[src/common/flash_guard_params.svh]
/*
  timing counts, fuse encodings, reset values and address layout for the
  boot flash section guard. assumes a word-addressed 64k-byte flash (15-bit
  word address) and a 10 mhz core clock.
*/
`ifndef FLASH_GUARD_PARAMS_SVH
`define FLASH_GUARD_PARAMS_SVH

`define FG_ADDR_W          15
// first word address of the halting area (fixed boundary)
`define FG_HALT_START      15'h7000
// boot area start per boot_size_select code (00 largest .. 11 smallest)
`define FG_BOOT_START_00   15'h7000
`define FG_BOOT_START_01   15'h7800
`define FG_BOOT_START_10   15'h7C00
`define FG_BOOT_START_11   15'h7E00
// lock field reset value: unprogrammed
`define FG_LOCK_RESET      2'h3
// arming window of the enable bit, in core cycles
`define FG_ARM_CYCLES      3'h4
// erase / write duration: time in ns, then cycles at the core rate
`define FG_PROG_TIME_NS    4500000
`define FG_CLK_PERIOD_NS   100
`define FG_PROG_CYCLES     (`FG_PROG_TIME_NS / `FG_CLK_PERIOD_NS)

`endif

[src/common/flash_guard_pkg.sv]
/*
  types shared by the boot flash section guard and its leaves.
  assumes flash_guard_params.svh is on the include path.
*/
`include "flash_guard_params.svh"

package flash_guard_pkg;

  typedef logic [`FG_ADDR_W-1:0] word_addr_t;

  // one cpu flash access as presented by the core
  typedef struct packed {
    logic       store;      // program-store instruction issued
    logic       load;       // program-load instruction issued
    word_addr_t pc;         // address of the executing instruction
    word_addr_t target;     // flash word addressed by the pointer
  } flash_req_t;

  // pending self-program command armed by the control register
  typedef enum logic [2:0] {
    CMD_BUF_LOAD,
    CMD_ERASE,
    CMD_WRITE,
    CMD_LOCK_SET,
    CMD_REENABLE
  } prog_cmd_t;

  // classification of one address
  typedef struct packed {
    logic in_boot;
    logic in_halt;
  } area_class_t;

  typedef enum logic [1:0] {
    PS_IDLE,
    PS_BUSY_CONC,
    PS_BUSY_HALT
  } prog_state_t;

endpackage

[src/rtl/area_classifier.sv]
/*
  classifies one flash word address against the fuse-selected boot
  boundary and the fixed halting-area boundary. purely combinational.
*/
`timescale 1ns/1ps
`default_nettype none
`include "flash_guard_params.svh"

module area_classifier
  import flash_guard_pkg::*;
(
  // address and boundary
  input  wire word_addr_t  addr_i,
  input  wire word_addr_t  boot_start_i,
  // result
  output var area_class_t  class_o
);

  // boot start is never below the halting start, so boot implies halt
  logic boot_hit;
  logic halt_hit;
  assign boot_hit = (addr_i >= boot_start_i);
  assign halt_hit = (addr_i >= `FG_HALT_START);
  // one driver for the whole struct keeps lint quiet about part drivers
  assign class_o  = '{in_boot: boot_hit, in_halt: halt_hit};

endmodule

`default_nettype wire

[src/rtl/lock_field.sv]
/*
  one two-bit boot lock field. bits may only go from one to zero by
  software or the programming paths; only chip erase or sys_rst_i brings them back.
*/
`timescale 1ns/1ps
`default_nettype none
`include "flash_guard_params.svh"

module lock_field
  import flash_guard_pkg::*;
(
  // clock and reset
  input  wire logic       ref_clk_i,
  input  wire logic       sys_rst_i,
  // programming
  input  wire logic       set_i,
  input  wire logic [1:0] data_i,
  input  wire logic       chip_erase_i,
  // decoded protection
  output logic [1:0]      field_o,
  output logic            no_store_o,
  output logic            no_cross_load_o
);

  logic [1:0] field_q;
  logic [1:0] field_d;

  // bits can only be programmed (cleared); erase restores all ones
  assign field_d = chip_erase_i ? `FG_LOCK_RESET :
                   set_i        ? (field_q & data_i) : field_q;

  always_ff @(posedge ref_clk_i or posedge sys_rst_i) begin
    if (sys_rst_i) begin
      field_q <= `FG_LOCK_RESET;
    end else begin
      field_q <= field_d;
    end
  end

  assign field_o = field_q;
  // modes 2 and 3 block stores: low bit programmed
  assign no_store_o      = ~field_q[0];
  // modes 3 and 4 block cross-area loads: high bit programmed
  assign no_cross_load_o = ~field_q[1];

endmodule

`default_nettype wire

[src/rtl/boot_flash_section_guard.sv]
/*
  access guard for flash self-programming: classifies each store/load
  against the boot and halting areas, applies the two boot lock fields,
  runs a per-operation busy timer, stalls the cpu for halting-area work
  and keeps the concurrent-read-area busy flag. assumes the core presents
  at most one store or load per cycle, same clock, and that fuses and the
  general lock mode are static levels from the same clock domain.
*/
`timescale 1ns/1ps
`default_nettype none
`include "flash_guard_params.svh"

module boot_flash_section_guard
  import flash_guard_pkg::*;
#(
  parameter int unsigned PROG_CYCLES = `FG_PROG_CYCLES
)
(
  // clock and reset
  input  wire logic       ref_clk_i,
  input  wire logic       sys_rst_i,
  // fuses and device-level lock state
  input  wire logic [1:0] boot_size_select_i,
  input  wire logic [1:0] general_lock_mode_i,
  input  wire logic       vectors_in_boot_i,
  // control register command, one-cycle write strobe
  input  wire logic       ctrl_wr_i,
  input  wire prog_cmd_t  ctrl_cmd_i,
  // cpu access
  input  wire flash_req_t req_i,
  input  wire logic [1:0] app_lock_data_i,
  input  wire logic [1:0] boot_lock_data_i,
  // external programming paths
  input  wire logic       ext_lock_set_i,
  input  wire logic       chip_erase_i,
  // access results
  output logic            load_allow_o,
  output logic            store_accept_o,
  output logic            store_reject_o,
  output var prog_cmd_t   op_cmd_o,
  output var word_addr_t  op_addr_o,
  // cpu and status
  output logic            cpu_stall_o,
  output logic            app_area_busy_flag_o,
  output logic            prog_active_o,
  output logic            irq_mask_o,
  output logic [1:0]      app_lock_field_o,
  output logic [1:0]      boot_lock_field_o
);

  // the tie to general_lock_mode_i is deliberately absent from every
  // check below: that lock governs only external programming
  logic gen_lock_unused;
  assign gen_lock_unused = ^general_lock_mode_i;

  word_addr_t boot_start;
  assign boot_start = (boot_size_select_i == 2'h0) ? `FG_BOOT_START_00 :
                      (boot_size_select_i == 2'h1) ? `FG_BOOT_START_01 :
                      (boot_size_select_i == 2'h2) ? `FG_BOOT_START_10 :
                                                     `FG_BOOT_START_11;

  area_class_t pc_class;
  area_class_t tgt_class;

  area_classifier u_pc_class (
    .addr_i       (req_i.pc),
    .boot_start_i (boot_start),
    .class_o      (pc_class)
  );

  area_classifier u_tgt_class (
    .addr_i       (req_i.target),
    .boot_start_i (boot_start),
    .class_o      (tgt_class)
  );

  // arming window of the control register
  logic [2:0] arm_cnt_q;
  logic [2:0] arm_cnt_d;
  prog_cmd_t  arm_cmd_q;
  prog_cmd_t  arm_cmd_d;
  logic       armed;

  // busy timer and state
  prog_state_t ps_q;
  prog_state_t ps_d;
  logic [31:0] prog_cnt_q;
  logic [31:0] prog_cnt_d;
  logic        busy_q;
  logic        busy_d;

  // lock fields
  logic app_no_store;
  logic app_no_xload;
  logic boot_no_store;
  logic boot_no_xload;
  logic app_lock_set;
  logic boot_lock_set;

  assign armed = (arm_cnt_q != 3'h0);

  logic store_from_boot;
  assign store_from_boot = req_i.store & armed & pc_class.in_boot &
                           (ps_q == PS_IDLE);

  // target may be anywhere, lock permitting
  logic store_lock_block;
  logic is_page_op;
  logic store_ok;
  assign is_page_op = (arm_cmd_q == CMD_ERASE) | (arm_cmd_q == CMD_WRITE);
  assign store_lock_block = is_page_op &
                            (tgt_class.in_boot ? boot_no_store : app_no_store);
  assign store_ok = store_from_boot & ~store_lock_block;

  // page operation kicked off this cycle
  logic op_start;
  assign op_start = store_ok & is_page_op;

  // lock set through software or external path
  assign app_lock_set  = (store_ok & (arm_cmd_q == CMD_LOCK_SET)) | ext_lock_set_i;
  assign boot_lock_set = app_lock_set;

  lock_field u_app_lock (
    .ref_clk_i       (ref_clk_i),
    .sys_rst_i       (sys_rst_i),
    .set_i           (app_lock_set),
    .data_i          (app_lock_data_i),
    .chip_erase_i    (chip_erase_i),
    .field_o         (app_lock_field_o),
    .no_store_o      (app_no_store),
    .no_cross_load_o (app_no_xload)
  );

  lock_field u_boot_lock (
    .ref_clk_i       (ref_clk_i),
    .sys_rst_i       (sys_rst_i),
    .set_i           (boot_lock_set),
    .data_i          (boot_lock_data_i),
    .chip_erase_i    (chip_erase_i),
    .field_o         (boot_lock_field_o),
    .no_store_o      (boot_no_store),
    .no_cross_load_o (boot_no_xload)
  );

  // cross-area load blocking; busy area unreadable
  logic load_xblock;
  logic load_busy_block;
  assign load_xblock = (pc_class.in_boot & ~tgt_class.in_boot & app_no_xload) |
                       (~pc_class.in_boot & tgt_class.in_boot & boot_no_xload);
  assign load_busy_block = busy_q & ~tgt_class.in_halt;
  assign load_allow_o = req_i.load & ~load_xblock & ~load_busy_block;

  assign irq_mask_o = (vectors_in_boot_i & ~pc_class.in_boot & app_no_xload) |
                      (~vectors_in_boot_i & pc_class.in_boot & boot_no_xload);

  assign store_accept_o = store_ok;
  assign store_reject_o = req_i.store & ~store_ok;

  // arming: a write opens a window of four cycles, a boot-area store with no op running closes it
  assign arm_cnt_d = ctrl_wr_i ? `FG_ARM_CYCLES :
                     (store_from_boot | ~armed) ? 3'h0 : arm_cnt_q - 3'h1;
  assign arm_cmd_d = ctrl_wr_i ? ctrl_cmd_i : arm_cmd_q;

  always_comb begin
    ps_d       = ps_q;
    prog_cnt_d = prog_cnt_q;
    unique case (ps_q)
      PS_IDLE: begin
        if (op_start) begin
          ps_d       = tgt_class.in_halt ? PS_BUSY_HALT : PS_BUSY_CONC;
          prog_cnt_d = PROG_CYCLES - 32'd1;
        end
      end
      PS_BUSY_CONC, PS_BUSY_HALT: begin
        if (prog_cnt_q == 32'd0) begin
          ps_d = PS_IDLE;
        end else begin
          prog_cnt_d = prog_cnt_q - 32'd1;
        end
      end
      // unused fourth code falls back to idle
      default: begin
        ps_d = PS_IDLE;
      end
    endcase
  end

  // busy set on concurrent start, cleared by load or reenable
  logic busy_set;
  logic busy_clr;
  assign busy_set = op_start & ~tgt_class.in_halt;
  assign busy_clr = store_ok &
                    ((arm_cmd_q == CMD_BUF_LOAD) | (arm_cmd_q == CMD_REENABLE));
  // set wins over a clear in the same cycle
  assign busy_d = busy_set | (busy_q & ~busy_clr);

  // registered operation outputs
  prog_cmd_t  op_cmd_q;
  word_addr_t op_addr_q;

  always_ff @(posedge ref_clk_i or posedge sys_rst_i) begin
    if (sys_rst_i) begin
      arm_cnt_q  <= 3'h0;
      arm_cmd_q  <= CMD_BUF_LOAD;
      ps_q       <= PS_IDLE;
      prog_cnt_q <= 32'd0;
      busy_q     <= 1'b0;
      op_cmd_q   <= CMD_BUF_LOAD;
      op_addr_q  <= '0;
    end else begin
      arm_cnt_q  <= arm_cnt_d;
      arm_cmd_q  <= arm_cmd_d;
      ps_q       <= ps_d;
      prog_cnt_q <= prog_cnt_d;
      busy_q     <= busy_d;
      if (store_ok) begin
        op_cmd_q  <= arm_cmd_q;
        op_addr_q <= req_i.target;
      end
    end
  end

  // stall from the store through the end of a halting-area op
  assign cpu_stall_o = (ps_q == PS_BUSY_HALT) | (op_start & tgt_class.in_halt);
  assign app_area_busy_flag_o = busy_q;
  assign prog_active_o = (ps_q != PS_IDLE);
  assign op_cmd_o  = op_cmd_q;
  assign op_addr_o = op_addr_q;

endmodule

`default_nettype wire

[config.mk]
export PLATFORM = sky130hd
export DESIGN_NAME = boot_flash_section_guard
export DESIGN_NICKNAME = d
export VERILOG_FILES = /design/src/common/flash_guard_pkg.sv /design/src/rtl/area_classifier.sv /design/src/rtl/lock_field.sv /design/src/rtl/boot_flash_section_guard.sv
export VERILOG_INCLUDE_DIRS = /design/src /design/src/common
export SDC_FILE = /design/constraint.sdc
export NUM_CORES = 1
export LEC_CHECK = 0
export BUFFER_PORTS_ARGS = -buffer_cell sky130_fd_sc_hd__buf_2
export CAP_MARGIN = 0
export CORE_ASPECT_RATIO = 0.75
export CORE_MARGIN = 5
export CORE_UTILIZATION = 35
export CTS_CLUSTER_SIZE = 24
export DETAILED_ROUTE_END_ITERATION = 6
export GPL_ROUTABILITY_DRIVEN = 1
export GPL_TIMING_DRIVEN = 0
export PLACE_DENSITY = 0.53
export SYNTH_ARGS = -nofsm -noshare
export SYNTH_HDL_FRONTEND = slang
export SYNTH_SLANG_ARGS = --single-unit
[constraint.sdc]
create_clock -name ref_clk_i -period 3.6 [get_ports ref_clk_i]
set_input_delay 0.72 -clock ref_clk_i [delete_from_list [all_inputs] [get_ports ref_clk_i]]
set_output_delay 0.72 -clock ref_clk_i [all_outputs]
set_load 0.02 [all_outputs]
# After elaboration in Yosys (flattened, before gate mapping)

Index checks and enable logic that the tools add are counted.

Input port bits: 49
Logic and storage cells: 100
Bits in registers: 63

Bitwise gates (word level): 47
Reduce and logical (&&, ||, !) cells: 11
Magnitude comparators: 3
Equal/unequal tests: 11
Muxes and demuxes: 17
Add/subtract/negate cells: 2

Operator list:

| cell                  | count |
|---|---|
| $mux 32               | 2 |
| $pmux 32 s2           | 1 |
| $logic_not 32->1      | 1 |
| $sub 32x1->32 const B | 1 |
| $ge 15x15->1          | 2 |
| $and 1x1->1           | 23 |
| $ge 15x15->1 const B  | 1 |
| $mux 2                | 7 |
| $not 1->1             | 14 |
| $mux 12               | 1 |
| $mux 11               | 1 |
| $mux 10               | 1 |
| $or 1x1->1            | 8 |
| $eq 3x2->1 const B    | 2 |
| $mux 3                | 2 |
| $ne 2x2->1 const B    | 3 |
| $reduce_bool 2->1     | 3 |
| $and 2x2->2           | 2 |
| $eq 2x1->1 const B    | 2 |
| $eq 2x2->1 const B    | 2 |
| $logic_not 2->1       | 2 |
| $pmux 2 s2            | 1 |
| $eq 3x1->1 const B    | 1 |
| $eq 3x3->1 const B    | 1 |
| 7 further kinds       | 7 |

# Longest topological paths before layout

Depth in word-level cells: 13
Depth in mapped cells: 10
Depth with buffers taken out: 8

# By module

A second synthesis with hierarchy kept.

Cells, all modules: 485
Area total of the unflattened synthesis: 4221.5 sq um

By module, submodules not included:

| module                   | instances | cells each | area an instance (sq um) |
|---|---|---|---|
| boot_flash_section_guard | 1         | 353        | 3238.1 |
| area_classifier          | 2         | 57         | 400.4 |
| lock_field               | 2         | 9          | 91.3 |

# Worst setup path after synthesis

Ideal clock, no wire load.

Path type: input to output
Start: in boot_size_select_i[0]
End: out cpu_stall_o
Path slack: -0.071 ns
Stages on the path: 8
Arrival time: 2.951 ns
Required time: 2.880 ns
Path through: and2_1 -> ha_1 -> nor4b_1 -> nand3_1 -> a2111oi_0 -> o21ai_0 -> clkbuf_1 -> o21bai_1

Longest elaborated chain between the ends: 12
Elaborated cells between the ends (all ways): 17

Ends and longest elaborated chain:

| element                      | RTL line                        | RTL |
|---|---|---|
| start, declared              | boot_flash_section_guard.sv:23  | `input wire logic [1:0] boot_size_select_i,` |
| $eq 2x2->1                   | boot_flash_section_guard.sv:59  | `` (boot_size_select_i == 2'h2) ? `FG_BOOT_START_10 : `` |
| $mux 10 (no source line)     | -                               |  |
| $mux 11 (no source line)     | -                               |  |
| $mux 12 (no source line) (*) | -                               |  |
| $ge 15x15->1                 | area_classifier.sv:22           | `assign boot_hit = (addr_i >= boot_start_i);` |
| $mux 1                       | boot_flash_section_guard.sv:112 | `(tgt_class.in_boot ? boot_no_store : app_no_store);` |
| $and 1x1->1                  | boot_flash_section_guard.sv:111 | `assign store_lock_block = is_page_op &` |
| $not 1->1                    | boot_flash_section_guard.sv:113 | `assign store_ok = store_from_boot & ~store_lock_block;` |
| $and 1x1->1 (*)              | boot_flash_section_guard.sv:113 |  |
| $and 1x1->1 (*)              | boot_flash_section_guard.sv:117 | `assign op_start = store_ok & is_page_op;` |
| $and 1x1->1 (*)              | boot_flash_section_guard.sv:224 | `assign cpu_stall_o = (ps_q == PS_BUSY_HALT) \| (op_start & tgt_class.in_halt);` |
| $or 1x1->1 (*)               | boot_flash_section_guard.sv:224 |  |
| end, declared                | boot_flash_section_guard.sv:43  | `output logic cpu_stall_o,` |

Every way passes the cells marked *; elsewhere a longest branch is shown, timed or not.

# Final worst setup path

Start: in boot_size_select_i[0]
End: out store_reject_o

Longest elaborated chain between the ends: 11
Elaborated cells between the ends (all ways): 16

Ends and longest elaborated chain:

| element                      | RTL line                        | RTL |
|---|---|---|
| $eq 2x2->1                   | boot_flash_section_guard.sv:59  |  |
| $mux 10 (no source line)     | -                               |  |
| $mux 11 (no source line)     | -                               |  |
| $mux 12 (no source line) (*) | -                               |  |
| $ge 15x15->1                 | area_classifier.sv:22           |  |
| $mux 1                       | boot_flash_section_guard.sv:112 |  |
| $and 1x1->1                  | boot_flash_section_guard.sv:111 |  |
| $not 1->1                    | boot_flash_section_guard.sv:113 |  |
| $and 1x1->1 (*)              | boot_flash_section_guard.sv:113 |  |
| $not 1->1 (*)                | boot_flash_section_guard.sv:157 | `assign store_reject_o = req_i.store & ~store_ok;` |
| $and 1x1->1 (*)              | boot_flash_section_guard.sv:157 |  |
| end, declared                | boot_flash_section_guard.sv:39  | `output logic store_reject_o,` |

Marked as above.

==> flow_summary_export.csv <==
group,metric,value,unit
setup_path,r2r_cells,8,
setup_path,end_kind,"output pin",
clock_network,holdBufCountCts,0,
synthesis,synth_nets,434,
setup_path,start_kind,"input pin",
worst_hold_path,hold_start,"arm_cnt_q[0]$_DFF_PP0_",
global_route,grt-ovfl-total,0,
sta,hold_violations,0,
run_status,status,"completed",
placed_design,dpl.hpwl,7733,um
global_route,grt_pass1_wl,16880,um
setup_path,startpoint,"boot_size_select_i[0]",
power_and_ir_drop,leakagePower,1.895,nW
synthesis,ys.warnings.count,0,
setup_path,critPathKind,"input pin to output pin",
setup_path,cp.required,2880,ps
clock_network,numCtsBuffers,9,
global_route,met3_usage,0.03900,
global_route,use_met1,0.2386,
floorplan,fp.dieW,128.2,um
detailed_routing,viasPerCell,5.584,
clock_network,cts_htree_levels,3,
finish,mostFrequentLayoutCells,"76 x buf_2, 59 x dfrtp_1, 27 x nand3_1, 23 x mux2_2, 21 x nand2_1",
synthesis,seq_area_frac_synth,0.4313,
sta,worst_slack,74.25,ps
worst_hold_path,worstHoldPathType,"flip-flop to flip-flop",
clock_network,cts_root_buffer,"clkbuf_16",
clock_network,clock_latency,330,ps
synthesis,ys_seq_elements,63,
finish,final_nets,521,
floorplan,pin_count,78,
finish,layout-drive-gt1-share,0.3126,
synthesis,synth_edf_count,0,
detailed_routing,drt_iter0_drc,186,
detailed_routing,routed_wl,10430,um
detailed_routing,drt-pass1-iter-count,7,
clock_network,clockBufferDepth,2,
setup_path,arrival,2810,ps
finish,postLayoutCellArea,4588,sq um
placed_design,postPlaceCellArea,4217,sq um
global_route,grt_pass1_vias,3266,
sta,slew_headroom,0.4635,
synthesis,synth.avg_cell_area,9.779,sq um
setup_path,worst-path-max-fanout,10,
global_route,grt_busiest_layer,"met2",
detailed_routing,drc_errors,0,
placed_design,place.gp.congestion,0.8006,
worst_hold_path,min_path_cells,1,
finish,area_delta_synth_final,25.11,%
clock_network,cts_tree,"built",
global_route,grt_use_total,0.1667,
synthesis,async_reset_ff_frac,1.000,
floorplan,rows,32,
sta,period_share,0.9794,
finish,mostFrequentLayoutCell,"buf_2",
synthesis,yosys.area.top_type,"dfrtp_1",
synthesis,synth_top_cell_area_share,0.4026,
sta,tightest_slew,804.7,ps
detailed_routing,vias,3367,
job,maxCapViolCount,0,
finish,diodes,0,
placed_design,pre_cts_slack,-678.1,ps
clock_network,path_clk_slew,50,ps
synthesis,synthFlopType,"dfrtp_1",
global_route,met2_usage,0.2517,
sta,fmax,283.6,MHz
sta,finalSetupViolCount,0,
floorplan,fp.dieH,98.65,um
sta,min_period,3526,ps
sta,rsz0062_at_grt,"yes",
floorplan,initial_core_util,0.3578,
detailed_routing,wl_per_cell,17.29,um
synthesis,synthTopCellsByArea,"dfrtp_1 40%, mux2_2 7.1%, nand3_1 3.7%, ha_1 3.4%, nand2b_1 3.4%",
synthesis,netlist_instances,375,
global_route,antenna_found_initial,0,
sta,skew,5.060,ps
floorplan,core,10250,sq um
synthesis,syn_area,3667,sq um
power_and_ir_drop,peakVddDrop,315.6,uV
detailed_routing,antenna_left,0,
power_and_ir_drop,power_density,691.5,nW/um^2
setup_path,reg2reg_from,"prog_cnt_q[18]$_DFFE_PP0P_",
sta,report.final.slew_viol_count,0,
global_route,grt_max_degree,64,
placed_design,port_buffers,75,
synthesis,synth_cell_type_count,61,
floorplan,die_area,12650,sq um
clock_network,cts_sinks,63,
==> flip-flops by register name (all words and copies together) (netlist names) <==
name,flops
ps_q,2
u_app_lock.field_o,2
prog_cnt_q,32
op_cmd_o,3
u_boot_lock.field_o,2
arm_cnt_q,3
op_addr_o,15
app_area_busy_flag_o,1
arm_cmd_q,3
==> stage by stage <==
step | util | setup TNS, ps | total power, mW | instances | hold slack [ps]
final | 0.4476 | 0 | 3.173 | 603 | 424.1
after global routing | 0.4476 | -33.80 | 3.379 | 603 | 441.7
after CTS | 0.4431 | 0 | 3.194 | 601 | 425.4
after detailed placement | 0.4114 | -5373 | 2.310 | 586 | 418.2
after global placement | 0.4111 | -4912 | 2.285 | 586 | 420.3
after floorplan | - | 0 | 1.935 | 375 | 402.7
==> what timing repair did <==
item | in CTS | in global routing
hold endpoints to repair | 0 | 0
setup endpoints to repair | 3 | 31
buffers inserted | 0 | 2
pin swaps | 1 | 1
gates resized for setup | 8 | 5
==> per-layer routing <==
metal | part of all wire | wire [um]
met5 | 0 | 0
met1 | 0.49 | 5092
met4 | 0.012 | 129
met2 | 0.45 | 4735
met3 | 0.045 | 468
==> cell usage after synthesis, types with 3 or more instances <==
cell,instances
o21bai_1,7
dfrtp_1,59
a21oi_1,5
nand3b_1,5
o311ai_0,6
a21boi_0,3
ha_1,10
nand2_1,21
mux2_2,23
o22a_1,4
a211o_1,3
o311ai_1,5
or4_1,4
a221oi_1,3
nor2_1,16
o221a_2,5
inv_1,21
o21ai_0,21
o41ai_1,3
o221ai_1,4
nor4b_1,3
and3_1,5
nand2b_1,20
clkbuf_1,12
or3_1,8
nand3_1,27
dfstp_2,4
nand4_1,3
and2_1,3
nor3_1,16
nor4_1,6
==> layout make-up <==
type / count / area [sq um]
Clock buffer: 12 / 246.5
Fill cell: 1037 / 5662
Inverter: 21 / 81.33
Clock inverter: 4 / 45.04
Multi-Input combinational cell: 274 / 2001
Sequential cell: 63 / 1582
Buffer: 16 / 72.57
Tap cell: 136 / 170.2
Timing Repair Buffer: 77 / 390.4
==> final timing paths <==
check                                        endpoint  slack (ps)
max reg2reg                prog_cnt_q[11]$_DFFE_PP0P_         480
min reg2reg                    arm_cnt_q[0]$_DFF_PP0_         420
min                            arm_cnt_q[0]$_DFF_PP0_         420
max                                    store_reject_o          70
min in group asynchronous      arm_cnt_q[1]$_DFF_PP0_         550
max in group asynchronous   op_addr_o[14]$_DFFE_PP0P_        2520
==> cell families after synthesis <==
logic type               after synthesis  synth area share
AND/OR/NAND/NOR                      148            0.2248
adder cells (fa/ha/maj)               10           0.03412
AO/OA/AOI/OAI                         92            0.1955
XOR/XNOR                               1          0.002389
buffers and inverters                 38           0.04128
flip-flops                            63            0.4313
multiplexers                          23           0.07062
==> worst max-delay path, stage by stage <==
cell     delay (ps)
buf_2           110
and2_1          180
ha_1            280
nor4b_1         240
nand3_1         250
a211o_1         440
nor2_1          160
buf_4           210
nor2b_1          60
buf_2           160
==> where the power goes <==
| group | leakage, nW | internal [mW] | switching, mW |
|---|---|---|---|
| clock | 0.146 | 0.551 | 0.306 |
| combinational | 0.992 | 0.471 | 0.654 |
| sequential | 0.756 | 0.965 | 0.226 |
Note: power is estimated with default switching activity, not from simulation.
